--- config.mk ---
export PLATFORM = sky130hd
export DESIGN_NAME = pwm_time_base_control
export DESIGN_NICKNAME = d
export VERILOG_FILES = /design/src/pwm_time_base_pkg.sv /design/src/pwm_time_base_control.sv /design/src/tb_prescaler.sv
export VERILOG_INCLUDE_DIRS = /design/src
export SDC_FILE = /design/constraint.sdc
export NUM_CORES = 1
export LEC_CHECK = 0
export ABC_AREA = 1
export BUFFER_PORTS_ARGS = -buffer_cell sky130_fd_sc_hd__buf_2
export CORE_MARGIN = 8
export CORE_UTILIZATION = 45
export CTS_BUF_LIST = sky130_fd_sc_hd__clkbuf_4
export DETAILED_ROUTE_END_ITERATION = 8
export PLACE_DENSITY = 0.77
export SLEW_MARGIN = 20
export SYNTH_ARGS = -nofsm -noshare
export SYNTH_HDL_FRONTEND = slang
export SYNTH_SLANG_ARGS = --single-unit
--- constraint.sdc ---
create_clock -name aclk -period 2 [get_ports aclk]
set_input_delay 0.3 -clock aclk [delete_from_list [all_inputs] [get_ports aclk]]
set_output_delay 0.3 -clock aclk [all_outputs]
set_load 0.005 [all_outputs]
--- src/pwm_time_base_consts.svh ---
// Purpose: offsets, field positions, reset values and counts of the pwm time base
// Assumes: included by bare name
// Notes: definitions only
`ifndef PWM_TIME_BASE_CONSTS_SVH
`define PWM_TIME_BASE_CONSTS_SVH
`define TB_CONTROL_OFFSET 8'h00
`define TB_PERIOD_OFFSET 8'h04
`define TB_COUNT_OFFSET 8'h08
`define TB_STATUS_OFFSET 8'h0c
`define TB_ENABLE_OFFSET 8'h10
`define TB_CLEAR_OFFSET 8'h14
`define TB_ON_BIT 15
`define TB_IDLE_HALT_BIT 13
`define TB_OUT_DIV_HI 7
`define TB_OUT_DIV_LO 4
`define TB_IN_DIV_HI 3
`define TB_IN_DIV_LO 2
`define TB_MODE_HI 1
`define TB_MODE_LO 0
`define TB_CONTROL_MASK 16'ha0ff
`define TB_CONTROL_RESET 16'h0000
`define TB_PERIOD_RESET 15'h00ff
`define TB_EV_PERIOD 0
`define TB_EV_POSTSCALE 1
`define TB_EV_MIDPOINT 2
`define TB_EV_SINGLE_DONE 3
`define TB_EV_COUNT 4
`endif

--- src/pwm_time_base_pkg.sv ---
// Purpose: types of the pwm time base
// Assumes: nothing
// Notes: constants live in the consts header
package pwm_time_base_pkg;
  typedef enum logic [1:0] {
    mode_free_run = 2'b00,
    mode_single = 2'b01,
    mode_up_down = 2'b10,
    mode_up_down_double = 2'b11
  } count_mode_t;
  typedef enum logic [1:0] {
    in_div_1 = 2'b00,
    in_div_4 = 2'b01,
    in_div_16 = 2'b10,
    in_div_64 = 2'b11
  } in_div_t;
endpackage : pwm_time_base_pkg

--- src/pwm_time_base_control.sv ---
// Purpose: pwm time base with control register, counter, postscaler and events
// Assumes: aclk is the instruction cycle clock; cpu_idle is a level from outside
// Notes: registers reached over axi4-lite, one word per register
//
// Contract
// - time base runs only while timebase_on bit 15 is one.
// - with timebase_idle_halt bit 13 set, time base halts during cpu idle.
// - postscale ratio is one to field value plus one, bits 7 to 4.
// - prescale bits 3 to 2 give 1, 4, 16 or 64 cycles per count.
// - mode 00 is a free-running counter.
// - mode 01 runs one period then stops.
// - mode 10 counts up then down repeatedly.
// - mode 11 counts up and down, raising events twice per period.
// - bits 14 and 12 to 8 read as zero and ignore writes.
//
// Implementation choices: the address map and the AXI4-Lite slave port.
`timescale 1ns/1ps
`include "pwm_time_base_consts.svh"
module pwm_time_base_control (
  input wire logic aclk,
  input wire logic aresetn,
  input wire logic cpu_idle,
  input wire logic [7:0] s_axi_awaddr,
  input wire logic s_axi_awvalid,
  output logic s_axi_awready,
  input wire logic [31:0] s_axi_wdata,
  input wire logic [3:0] s_axi_wstrb,
  input wire logic s_axi_wvalid,
  output logic s_axi_wready,
  output logic [1:0] s_axi_bresp,
  output logic s_axi_bvalid,
  input wire logic s_axi_bready,
  input wire logic [7:0] s_axi_araddr,
  input wire logic s_axi_arvalid,
  output logic s_axi_arready,
  output logic [31:0] s_axi_rdata,
  output logic [1:0] s_axi_rresp,
  output logic s_axi_rvalid,
  input wire logic s_axi_rready,
  output logic timebase_event,
  output logic irq
);
  typedef struct packed {
    logic idle_m;
    logic idle_s;
    logic [15:0] control;
    logic [14:0] period;
    logic [14:0] count;
    logic down;
    logic [3:0] post_cnt;
    logic [`TB_EV_COUNT-1:0] status;
    logic [`TB_EV_COUNT-1:0] irq_en;
    logic timebase_event;
    logic irq;
    logic aw_held;
    logic [7:0] aw_addr;
    logic w_held;
    logic [31:0] w_data;
    logic [3:0] w_strb;
    logic bvalid;
    logic [1:0] bresp;
    logic rvalid;
    logic [31:0] rdata;
    logic [1:0] rresp;
    logic awready;
    logic wready;
    logic arready;
  } tb_state_t;
  tb_state_t s;
  tb_state_t next_s;
  logic run;
  logic tick;
  pwm_time_base_pkg::count_mode_t mode;
  logic [`TB_EV_COUNT-1:0] ev;
  logic [15:0] wr16;
  // idle level crosses from the cpu domain, used only after the second stage
  assign run = s.control[`TB_ON_BIT]
    && !(s.control[`TB_IDLE_HALT_BIT] && s.idle_s);
  assign mode = pwm_time_base_pkg::count_mode_t'(s.control[`TB_MODE_HI:`TB_MODE_LO]);
  tb_prescaler u_pre (
    .aclk(aclk),
    .aresetn(aresetn),
    .run(run),
    .sel(pwm_time_base_pkg::in_div_t'(s.control[`TB_IN_DIV_HI:`TB_IN_DIV_LO])),
    .tick(tick)
  );
  always_comb begin
    next_s = s;
    ev = '0;
    wr16 = s.control;
    next_s.idle_m = cpu_idle;
    next_s.idle_s = s.idle_m;
    next_s.timebase_event = 1'b0;
    // counting
    if (!s.control[`TB_ON_BIT]) begin
      next_s.post_cnt = 4'h0;
      next_s.count = 15'h0000;
      next_s.down = 1'b0;
    end else if (tick) begin
      case (mode)
        pwm_time_base_pkg::mode_free_run,
        pwm_time_base_pkg::mode_single: begin
          if (s.count >= s.period) begin
            next_s.count = 15'h0000;
            ev[`TB_EV_PERIOD] = 1'b1;
            if (mode == pwm_time_base_pkg::mode_single) begin
              // one period only: software must set timebase_on again
              next_s.control[`TB_ON_BIT] = 1'b0;
              ev[`TB_EV_SINGLE_DONE] = 1'b1;
            end
          end else begin
            next_s.count = s.count + 15'h0001;
          end
        end
        default: begin
          if (!s.down) begin
            if (s.count >= s.period) begin
              if (mode == pwm_time_base_pkg::mode_up_down_double) begin
                ev[`TB_EV_MIDPOINT] = 1'b1;
              end
              if (s.count <= 15'h0001) begin
                // period of one or zero: the top is the bottom, no wrap below zero
                next_s.count = 15'h0000;
                ev[`TB_EV_PERIOD] = 1'b1;
              end else begin
                next_s.down = 1'b1;
                next_s.count = s.count - 15'h0001;
              end
            end else begin
              next_s.count = s.count + 15'h0001;
            end
          end else if (s.count == 15'h0000 || s.count == 15'h0001) begin
            next_s.count = 15'h0000;
            next_s.down = 1'b0;
            ev[`TB_EV_PERIOD] = 1'b1;
          end else begin
            next_s.count = s.count - 15'h0001;
          end
        end
      endcase
      if (ev[`TB_EV_PERIOD]) begin
        if (s.post_cnt >= s.control[`TB_OUT_DIV_HI:`TB_OUT_DIV_LO]) begin
          next_s.post_cnt = 4'h0;
          ev[`TB_EV_POSTSCALE] = 1'b1;
          next_s.timebase_event = 1'b1;
        end else begin
          next_s.post_cnt = s.post_cnt + 4'h1;
        end
      end
    end
    // axi write
    if (s_axi_awvalid && s_axi_awready) begin
      next_s.aw_held = 1'b1;
      next_s.aw_addr = s_axi_awaddr;
    end
    if (s_axi_wvalid && s_axi_wready) begin
      next_s.w_held = 1'b1;
      next_s.w_data = s_axi_wdata;
      next_s.w_strb = s_axi_wstrb;
    end
    if (s.bvalid && s_axi_bready) begin
      next_s.bvalid = 1'b0;
    end
    if (s.aw_held && s.w_held && !s.bvalid) begin
      next_s.aw_held = 1'b0;
      next_s.w_held = 1'b0;
      next_s.bvalid = 1'b1;
      next_s.bresp = 2'b00;
      if (s.w_strb[0]) begin
        wr16[7:0] = s.w_data[7:0];
      end
      if (s.w_strb[1]) begin
        wr16[15:8] = s.w_data[15:8];
      end
      if (s.aw_addr == `TB_CONTROL_OFFSET) begin
        next_s.control = wr16 & `TB_CONTROL_MASK;
      end else if (s.aw_addr == `TB_PERIOD_OFFSET) begin
        if (s.w_strb[0]) begin
          next_s.period[7:0] = s.w_data[7:0];
        end
        if (s.w_strb[1]) begin
          next_s.period[14:8] = s.w_data[14:8];
        end
      end else if (s.aw_addr == `TB_ENABLE_OFFSET) begin
        if (s.w_strb[0]) begin
          next_s.irq_en = s.w_data[`TB_EV_COUNT-1:0];
        end
      end else if (s.aw_addr == `TB_CLEAR_OFFSET) begin
        if (s.w_strb[0]) begin
          next_s.status = s.status & ~s.w_data[`TB_EV_COUNT-1:0];
        end
      end else if (s.aw_addr != `TB_COUNT_OFFSET && s.aw_addr != `TB_STATUS_OFFSET) begin
        next_s.bresp = 2'b10;
      end
    end
    // set wins over a clear in the same cycle
    next_s.status = next_s.status | ev;
    next_s.irq = |(next_s.status & next_s.irq_en);
    // axi read
    if (s.rvalid && s_axi_rready) begin
      next_s.rvalid = 1'b0;
    end
    if (s_axi_arvalid && s_axi_arready) begin
      next_s.rvalid = 1'b1;
      next_s.rresp = 2'b00;
      next_s.rdata = 32'h0000_0000;
      if (s_axi_araddr == `TB_CONTROL_OFFSET) begin
        next_s.rdata[15:0] = s.control & `TB_CONTROL_MASK;
      end else if (s_axi_araddr == `TB_PERIOD_OFFSET) begin
        next_s.rdata[14:0] = s.period;
      end else if (s_axi_araddr == `TB_COUNT_OFFSET) begin
        next_s.rdata[14:0] = s.count;
        next_s.rdata[15] = s.down;
      end else if (s_axi_araddr == `TB_STATUS_OFFSET) begin
        next_s.rdata[`TB_EV_COUNT-1:0] = s.status;
      end else if (s_axi_araddr == `TB_ENABLE_OFFSET) begin
        next_s.rdata[`TB_EV_COUNT-1:0] = s.irq_en;
      end else if (s_axi_araddr == `TB_CLEAR_OFFSET) begin
        next_s.rdata = 32'h0000_0000;
      end else begin
        next_s.rresp = 2'b10;
      end
    end
    // readies registered from the next slot state, so they equal the gate they replace
    next_s.awready = !next_s.aw_held && !next_s.bvalid;
    next_s.wready = !next_s.w_held && !next_s.bvalid;
    next_s.arready = !next_s.rvalid;
  end
  always_ff @(posedge aclk) begin
    if (!aresetn) begin
      s <= '0;
      s.control <= `TB_CONTROL_RESET;
      s.period <= `TB_PERIOD_RESET;
      s.awready <= 1'b1;
      s.wready <= 1'b1;
      s.arready <= 1'b1;
    end else begin
      s <= next_s;
    end
  end
  // ready only while the holding slot is free, so one write at a time
  assign s_axi_awready = s.awready;
  assign s_axi_wready = s.wready;
  assign s_axi_arready = s.arready;
  assign s_axi_bvalid = s.bvalid;
  assign s_axi_bresp = s.bresp;
  assign s_axi_rvalid = s.rvalid;
  assign s_axi_rdata = s.rdata;
  assign s_axi_rresp = s.rresp;
  assign timebase_event = s.timebase_event;
  assign irq = s.irq;
endmodule : pwm_time_base_control

--- src/tb_prescaler.sv ---
// Purpose: input clock prescaler giving one-cycle count enables
// Assumes: aclk is the instruction cycle clock
// Notes: restarts while stopped so the first count after enable is a full tick
`timescale 1ns/1ps
`include "pwm_time_base_consts.svh"
module tb_prescaler (
  input wire logic aclk,
  input wire logic aresetn,
  input wire logic run,
  input wire pwm_time_base_pkg::in_div_t sel,
  output logic tick
);
  typedef struct packed {
    logic [5:0] cnt;
    logic tick;
  } pre_state_t;
  pre_state_t s;
  pre_state_t next_s;
  logic [5:0] limit;
  always_comb begin
    case (sel)
      pwm_time_base_pkg::in_div_1: limit = 6'h00;
      pwm_time_base_pkg::in_div_4: limit = 6'h03;
      pwm_time_base_pkg::in_div_16: limit = 6'h0f;
      default: limit = 6'h3f;
    endcase
    next_s = s;
    next_s.tick = 1'b0;
    if (!run) begin
      next_s.cnt = 6'h00;
    end else if (s.cnt >= limit) begin
      next_s.cnt = 6'h00;
      next_s.tick = 1'b1;
    end else begin
      next_s.cnt = s.cnt + 6'h01;
    end
  end
  always_ff @(posedge aclk) begin
    if (!aresetn) begin
      s <= '0;
    end else begin
      s <= next_s;
    end
  end
  assign tick = s.tick;
endmodule : tb_prescaler

# Yosys cells after proc, flatten, opt, wreduce, memory -nomap -nowiden
# Index checks and enable logic that the tools add are counted.
word_totals:
  ff_bits: 151
classes:
  add_sub_neg: 4
  magnitude_cmp: 4
  eq_ne: 16
  muxes: 87
  n_bitwise: 8
  reduce_logical: 36
op_table:
  columns: ["cell", "count"]
  rows:
  - ["32-bit two-way mux", 6]
  - ["15-bit two-way mux", 8]
  - ["16-bit two-way mux", 6]
  - ["28-bit two-way mux", 2]
  - ["8-bit two-way mux", 6]
  - ["4-bit two-way mux", 10]
  - ["37-bit two-way mux", 1]
  - ["35-bit two-way mux", 1]
  - ["8-bit by 5-bit equality test with 1-bit output, second input constant", 4]
  - ["31-bit two-way mux", 1]
  - ["1-bit two-way mux", 30]
  - ["2-bit two-way mux", 11]
  - ["6-bit case mux with 3 select lines", 1]
  - ["17-bit two-way mux", 1]
  - ["8-bit by 3-bit equality test with 1-bit output, second input constant", 2]
  - ["8-bit by 4-bit equality test with 1-bit output, second input constant", 2]
  - ["8-bit zero test", 2]
  - ["8-bit by 4-bit inequality test with 1-bit output, second input constant", 2]
  - ["15-bit by 1-bit adder with 15-bit output, second input constant", 1]
  - ["15-bit by 1-bit equality test with 1-bit output, second input constant", 1]
  - ["15-bit >= comparator", 1]
  - ["15-bit by 1-bit less-or-equal comparator with 1-bit output, second input constant", 1]
  - ["15-bit zero test", 1]
  - ["15-bit by 1-bit subtractor with 15-bit output, second input constant", 1]
  - ["24 further kinds", 53]

# Depth between registers and ports, before layout
logic_depth:
  ltp_word: 14
  depth_mapped: 14
  depth_no_buf: 14

# Hierarchy
# Synthesis repeated with hierarchy kept, for this count alone.
unflattened:
  hier_cells: 922
  hier_area_um2: 6447.4
by_module_without_submodules:
  columns: ["module", "instances", "cells_each", "area_each_um2"]
  rows:
  - ["pwm_time_base_control", 1, 865, 6024.5]
  - ["tb_prescaler", 1, 57, 422.9]

# Worst setup path before layout
# Ideal clock, no wire load.
synth_path:
  path_type: "flip-flop to flip-flop"
  from: "register s[102] in the netlist's numbering"
  to: "register s[111] in the netlist's numbering"
  setup_ns: 0.066
  arrival_time_ns: 1.762
  path_slack_ns: 0.172
  path_stages_with_launch: 12
  path_cell_list: "dfxtp_1 > inv_1 > ha_1 > nand2_1 > nor2_1 > nand2_1 > o21ai_1 > nor2_2 > nand3_2 > nand2_4 > or2_1 > a21oi_2"
synth_between:
  elab_chain_len: 5
  word_cells_on_any_way: 13
synth_lines:
  columns: ["element", "line_no", "rtl"]
  rows:
  - ["start: declaration", "pwm_time_base_control.sv:69", "tb_state_t s;"]
  - ["start signal: assignment", "pwm_time_base_control.sv:238", "s <= next_s;"]
  - ["15-bit by 1-bit subtractor with 15-bit output (tied with other cells)", "pwm_time_base_control.sv:127, pwm_time_base_control.sv:137", null]
  - ["15-bit two-way mux or 1-bit logical OR (tied branches)", "pwm_time_base_control.sv:121, pwm_time_base_control.sv:132", null]
  - ["15-bit two-way mux (on tied branches)", "pwm_time_base_control.sv:117, pwm_time_base_control.sv:132", null]
  - ["16-bit two-way mux", "pwm_time_base_control.sv:116", "if (!s.down) begin"]
  - ["15-bit two-way mux *", "pwm_time_base_control.sv:100", "case (mode)"]
# Mark *: on every way between the ends. The rest lies on a longest branch, timed or not.
# A chain may end at the register's enable or synchronous reset.

# Final worst setup path
layout_path:
  from: "register s[116] in the netlist's numbering"
  to: "register s[110] in the netlist's numbering"
layout_between:
  elab_chain_len: 5
  word_cells_on_any_way: 11
layout_lines:
  columns: ["element", "line_no", "rtl"]
  rows:
  - ["15-bit by 1-bit less-or-equal comparator with 1-bit output (tied with other cells)", "pwm_time_base_control.sv:121", "if (s.count <= 15'h0001) begin"]
  - ["15-bit two-way mux or 1-bit logical OR (tied branches)", "pwm_time_base_control.sv:121, pwm_time_base_control.sv:132", null]
  - ["15-bit two-way mux (on tied branches)", "pwm_time_base_control.sv:117, pwm_time_base_control.sv:132", null]
  - ["16-bit two-way mux", "pwm_time_base_control.sv:116", null]
  - ["15-bit two-way mux *", "pwm_time_base_control.sv:100", null]
# Marks and branches as above.

==> metrics.cfg <==
[status]
status=completed

[setup_path]
cpMaxStageDelayCell=dfxtp_1
critPathMaxFanout=6
worstSetupEndpointType=flop
path_cells=ha_4 > a21oi_2 > inv_1 > nor2_1 > o21ai_2 > nor2_4 > nand3_4 > buf_6 > nand2_2 > nand2_1 > a21oi_2
critPathKind=flop to flop
crit_buf_inv=2
critPathMaxStageDelay_ps=420
worstPathRequired_ps=2470
path_delay_family=simple AND/OR/NAND/NOR gates
crit_arrival_ps=2420
startpoint_type=flop
cp_common_cell=a21oi_2

[finish]
n_fill_cell=1372
multiInputGateArea_mm2=0.003671
num-nets-final=1092
diodes=0
synthToLayoutAreaGrowth_pct=20.15
drive_gt1_share_pct=25.25
seqCellArea_mm2=0.002321
instances_no_fill=1198
final_area_mm2=0.007805

[yosys]
synth-seq-cells=115
synth_ff_type=dfxtp_1
async_reset_ff_share_pct=0
avgSynthCellArea_um2=7.170
seq_area_frac_synth_pct=35.44
synth.cell_area_mm2=0.006496
synth_warnings=0
synth_edf_count=0
ys_types=44
synthCells=906

[die]
initial_core_util_pct=45.38
num_rows=44
core_area_mm2=0.01431
dieWidth_um=136.2
ios=103
die-area_mm2=0.01854
die_height_um=136.2

[route]
routed_via_density=5.271
drt_first_pass_iters=5
antenna_left=0
drt_wl_total_um=17750
wl_per_cell_um=14.81
post-route-drc-count=0
vias=6315
drt_iter0_markers=552

[clocking]
clock_path_buffers=2
cts_tree=yes
cts_made_buffers=17
clock_sinks=115
clkLatencyLatePin_ps=550
ctsRootBufferMaster=clkbuf_4
htreeDepth=4
path_clk_slew_ps=110

[placed_design]
place.gp.congestion=0.9398
place_area_mm2=0.007054
dp.cells=1154
dp_hpwl_um=12890
io_buffer_count=66

[sta]
clock_skew_ps=16.44
rsz0062_at_grt=yes
finalMaxSlewViolations=0
max_slew_margin_pct=63.94
fmax_ghz=0.5132
worst_pin_slew_ps=539.6
finalSetupViolations=0
finalCritPeriodShare_pct=97.43
hold_ws_ps=21.81
hold_violations=0
period_minus_slack_ps=1949
fin_setup_tns_ps=0

[job]
maxCapViolations=0

[global_route]
grt_max_degree=41
antenna_found_initial=0
grt.overflow.total=0
grt_usage_pct=18.78
grt_pass1_wl_um=27950
first_global_vias=5857

[power_and_ir_drop]
pwr-share-seq_pct=50.9
p_leak_uw=0.003622
powerDensity_mw_per_mm2=608.2
p_sw_uw=1229
p_sw_share_pct=25.88
combPwrFrac_pct=8.3
intPower_uw=3519
p_clk_share_pct=40.9
p_total_uw=4747
max-vdd-ir-drop_mv=0.4641

[min_path]
hold_path_class=input port to flop

[power groups by stage]
stage | Sequential, uW | Clock (uW) | Combinational [uW]
2_1_floorplan | 2460 | 0 | 279
3_3_place_gp | 2470 | 0 | 374
3_5_place_dp | 2470 | 0 | 379
4_1_cts | 2420 | 1960 | 388
5_1_grt | 2430 | 2070 | 447
6_report | 2410 | 1940 | 393
[worst register-to-register path, delay by kind of cell (launching register included)]
| kind | cells | cell delay [ps] |
|---|---|---|
| AO/OA/AOI/OAI | 3 | 380 |
| adder cells (fa/ha/maj) | 1 | 250 |
| buffers and inverters | 2 | 220 |
| flip-flops | 1 | 420 |
| AND/OR/NAND/NOR | 5 | 610 |
[registers in the layout (all words and copies together), names as in the netlist]
name / flops
s: 80
u_pre.s: 6
mode: 2
timebase_event: 1
s_axi_wready: 1
u_pre.tick: 1
next_s: 1
s_axi_rvalid: 1
s_axi_bresp: 1
s_axi_bvalid: 1
s_axi_rdata: 16
s_axi_arready: 1
irq: 1
s_axi_awready: 1
s_axi_rresp: 1
[cells in the mapped netlist (14+ instances only)]
cell type,instances,area (um^2)
nand2_1,143,536.8
dfxtp_1,115,2302
inv_1,115,431.7
nor2_1,90,337.8
a21oi_1,88,440.4
o21ai_0,78,390.4
nand3_1,47,235.2
buf_4,37,277.8
ha_1,31,387.9
clkbuf_1,22,82.58
xor2_1,15,131.4
o211ai_1,14,105.1
[cell usage in the layout, fill, tap and decap left out, types with 3 or more instances in the layout]
master and instances:
nand2_1 132, inv_1 104, dfxtp_1 102, nor2_1 87, a21oi_1 83, o21ai_0 78
buf_2 66, buf_4 52, nand3_1 43, ha_1 18, conb_1 18, clkbuf_4 18
xor2_1 15, nand2_2 15, o211ai_1 14, ha_4 12, dfxtp_2 12, nor2_2 11
nor2_4 11, inv_2 10, nand4_1 10, a31oi_1 9, nand3_2 7, nor3_1 7
a21oi_2 7, o22ai_1 6, dlygate4sd3_1 6, nand2_4 5, o2111ai_1 4, clkinv_4 4
bufinv_16 4, nand3b_1 3, o21ai_1 3, a211oi_1 3, buf_6 3
[timing repair]
item	4_1_cts	5_1_grt
hold endpoints to repair	5	1
setup endpoints to repair	4	22
pin swaps	1	20
hold buffers	5	1
setup buffers	2	3
gates resized for setup	2	75
gates cloned	1	0
[cell type report]
cell class,instances,share of cell area [%]
sequential,115,29.74
timing repair buffer,127,10.44
multi-input combinational,624,47.03
clock buffer,18,1.731
tap,184,2.950
clock inverter,14,2.405
inverter,116,5.707
[metrics by stage]
stage | worst slack, ps | utilization [%]
2_1_floorplan | 171.8 | -
3_3_place_gp | 10.99 | 49.28
3_5_place_dp | -30.05 | 49.28
4_1_cts | -6.147 | 52.11
5_1_grt | -81.77 | 54.53
6_report | 51.43 | 54.53
[routing by layer]
| metal | GRT usage, % | up-vias | wire length [um] |
|---|---|---|---|
| met5 | 0 | - | 0 |
| met2 | 31.48 | 237 | 8658 |
| met3 | 5.322 | 51 | 1196 |
| met1 | 22.19 | 2903 | 7394 |
| li1 | - | 3124 | - |
| met4 | 7.505 | 0 | 497 |
[final timing paths]
kind,start,endpoint,slack [ps],cells past startpoint
max,s[116]$_SDFFE_PN0P_,s[110]$_SDFFE_PN0P_,50,11
min,s_axi_wdata[15],s[60]$_SDFFE_PN0P_,20,3
max reg2reg,s[116]$_SDFFE_PN0P_,s[110]$_SDFFE_PN0P_,50,11
min reg2reg,next_s[148]$_SDFF_PN0_,s[148]$_SDFF_PN0_,430,2
[kinds of logic (layout without fill, tap and decap cells)]
group,Yosys count,in the layout,share of synthesized area (%)
compound gates,212,212,17.85
xor+xnor,17,17,2.292
flops,115,115,35.44
buf+inv,185,275,13.62
fa+ha+maj,31,31,5.971
simple gates,345,346,24.77
other cells,1,18,0.05773
(Power assumes the default switching activity.)
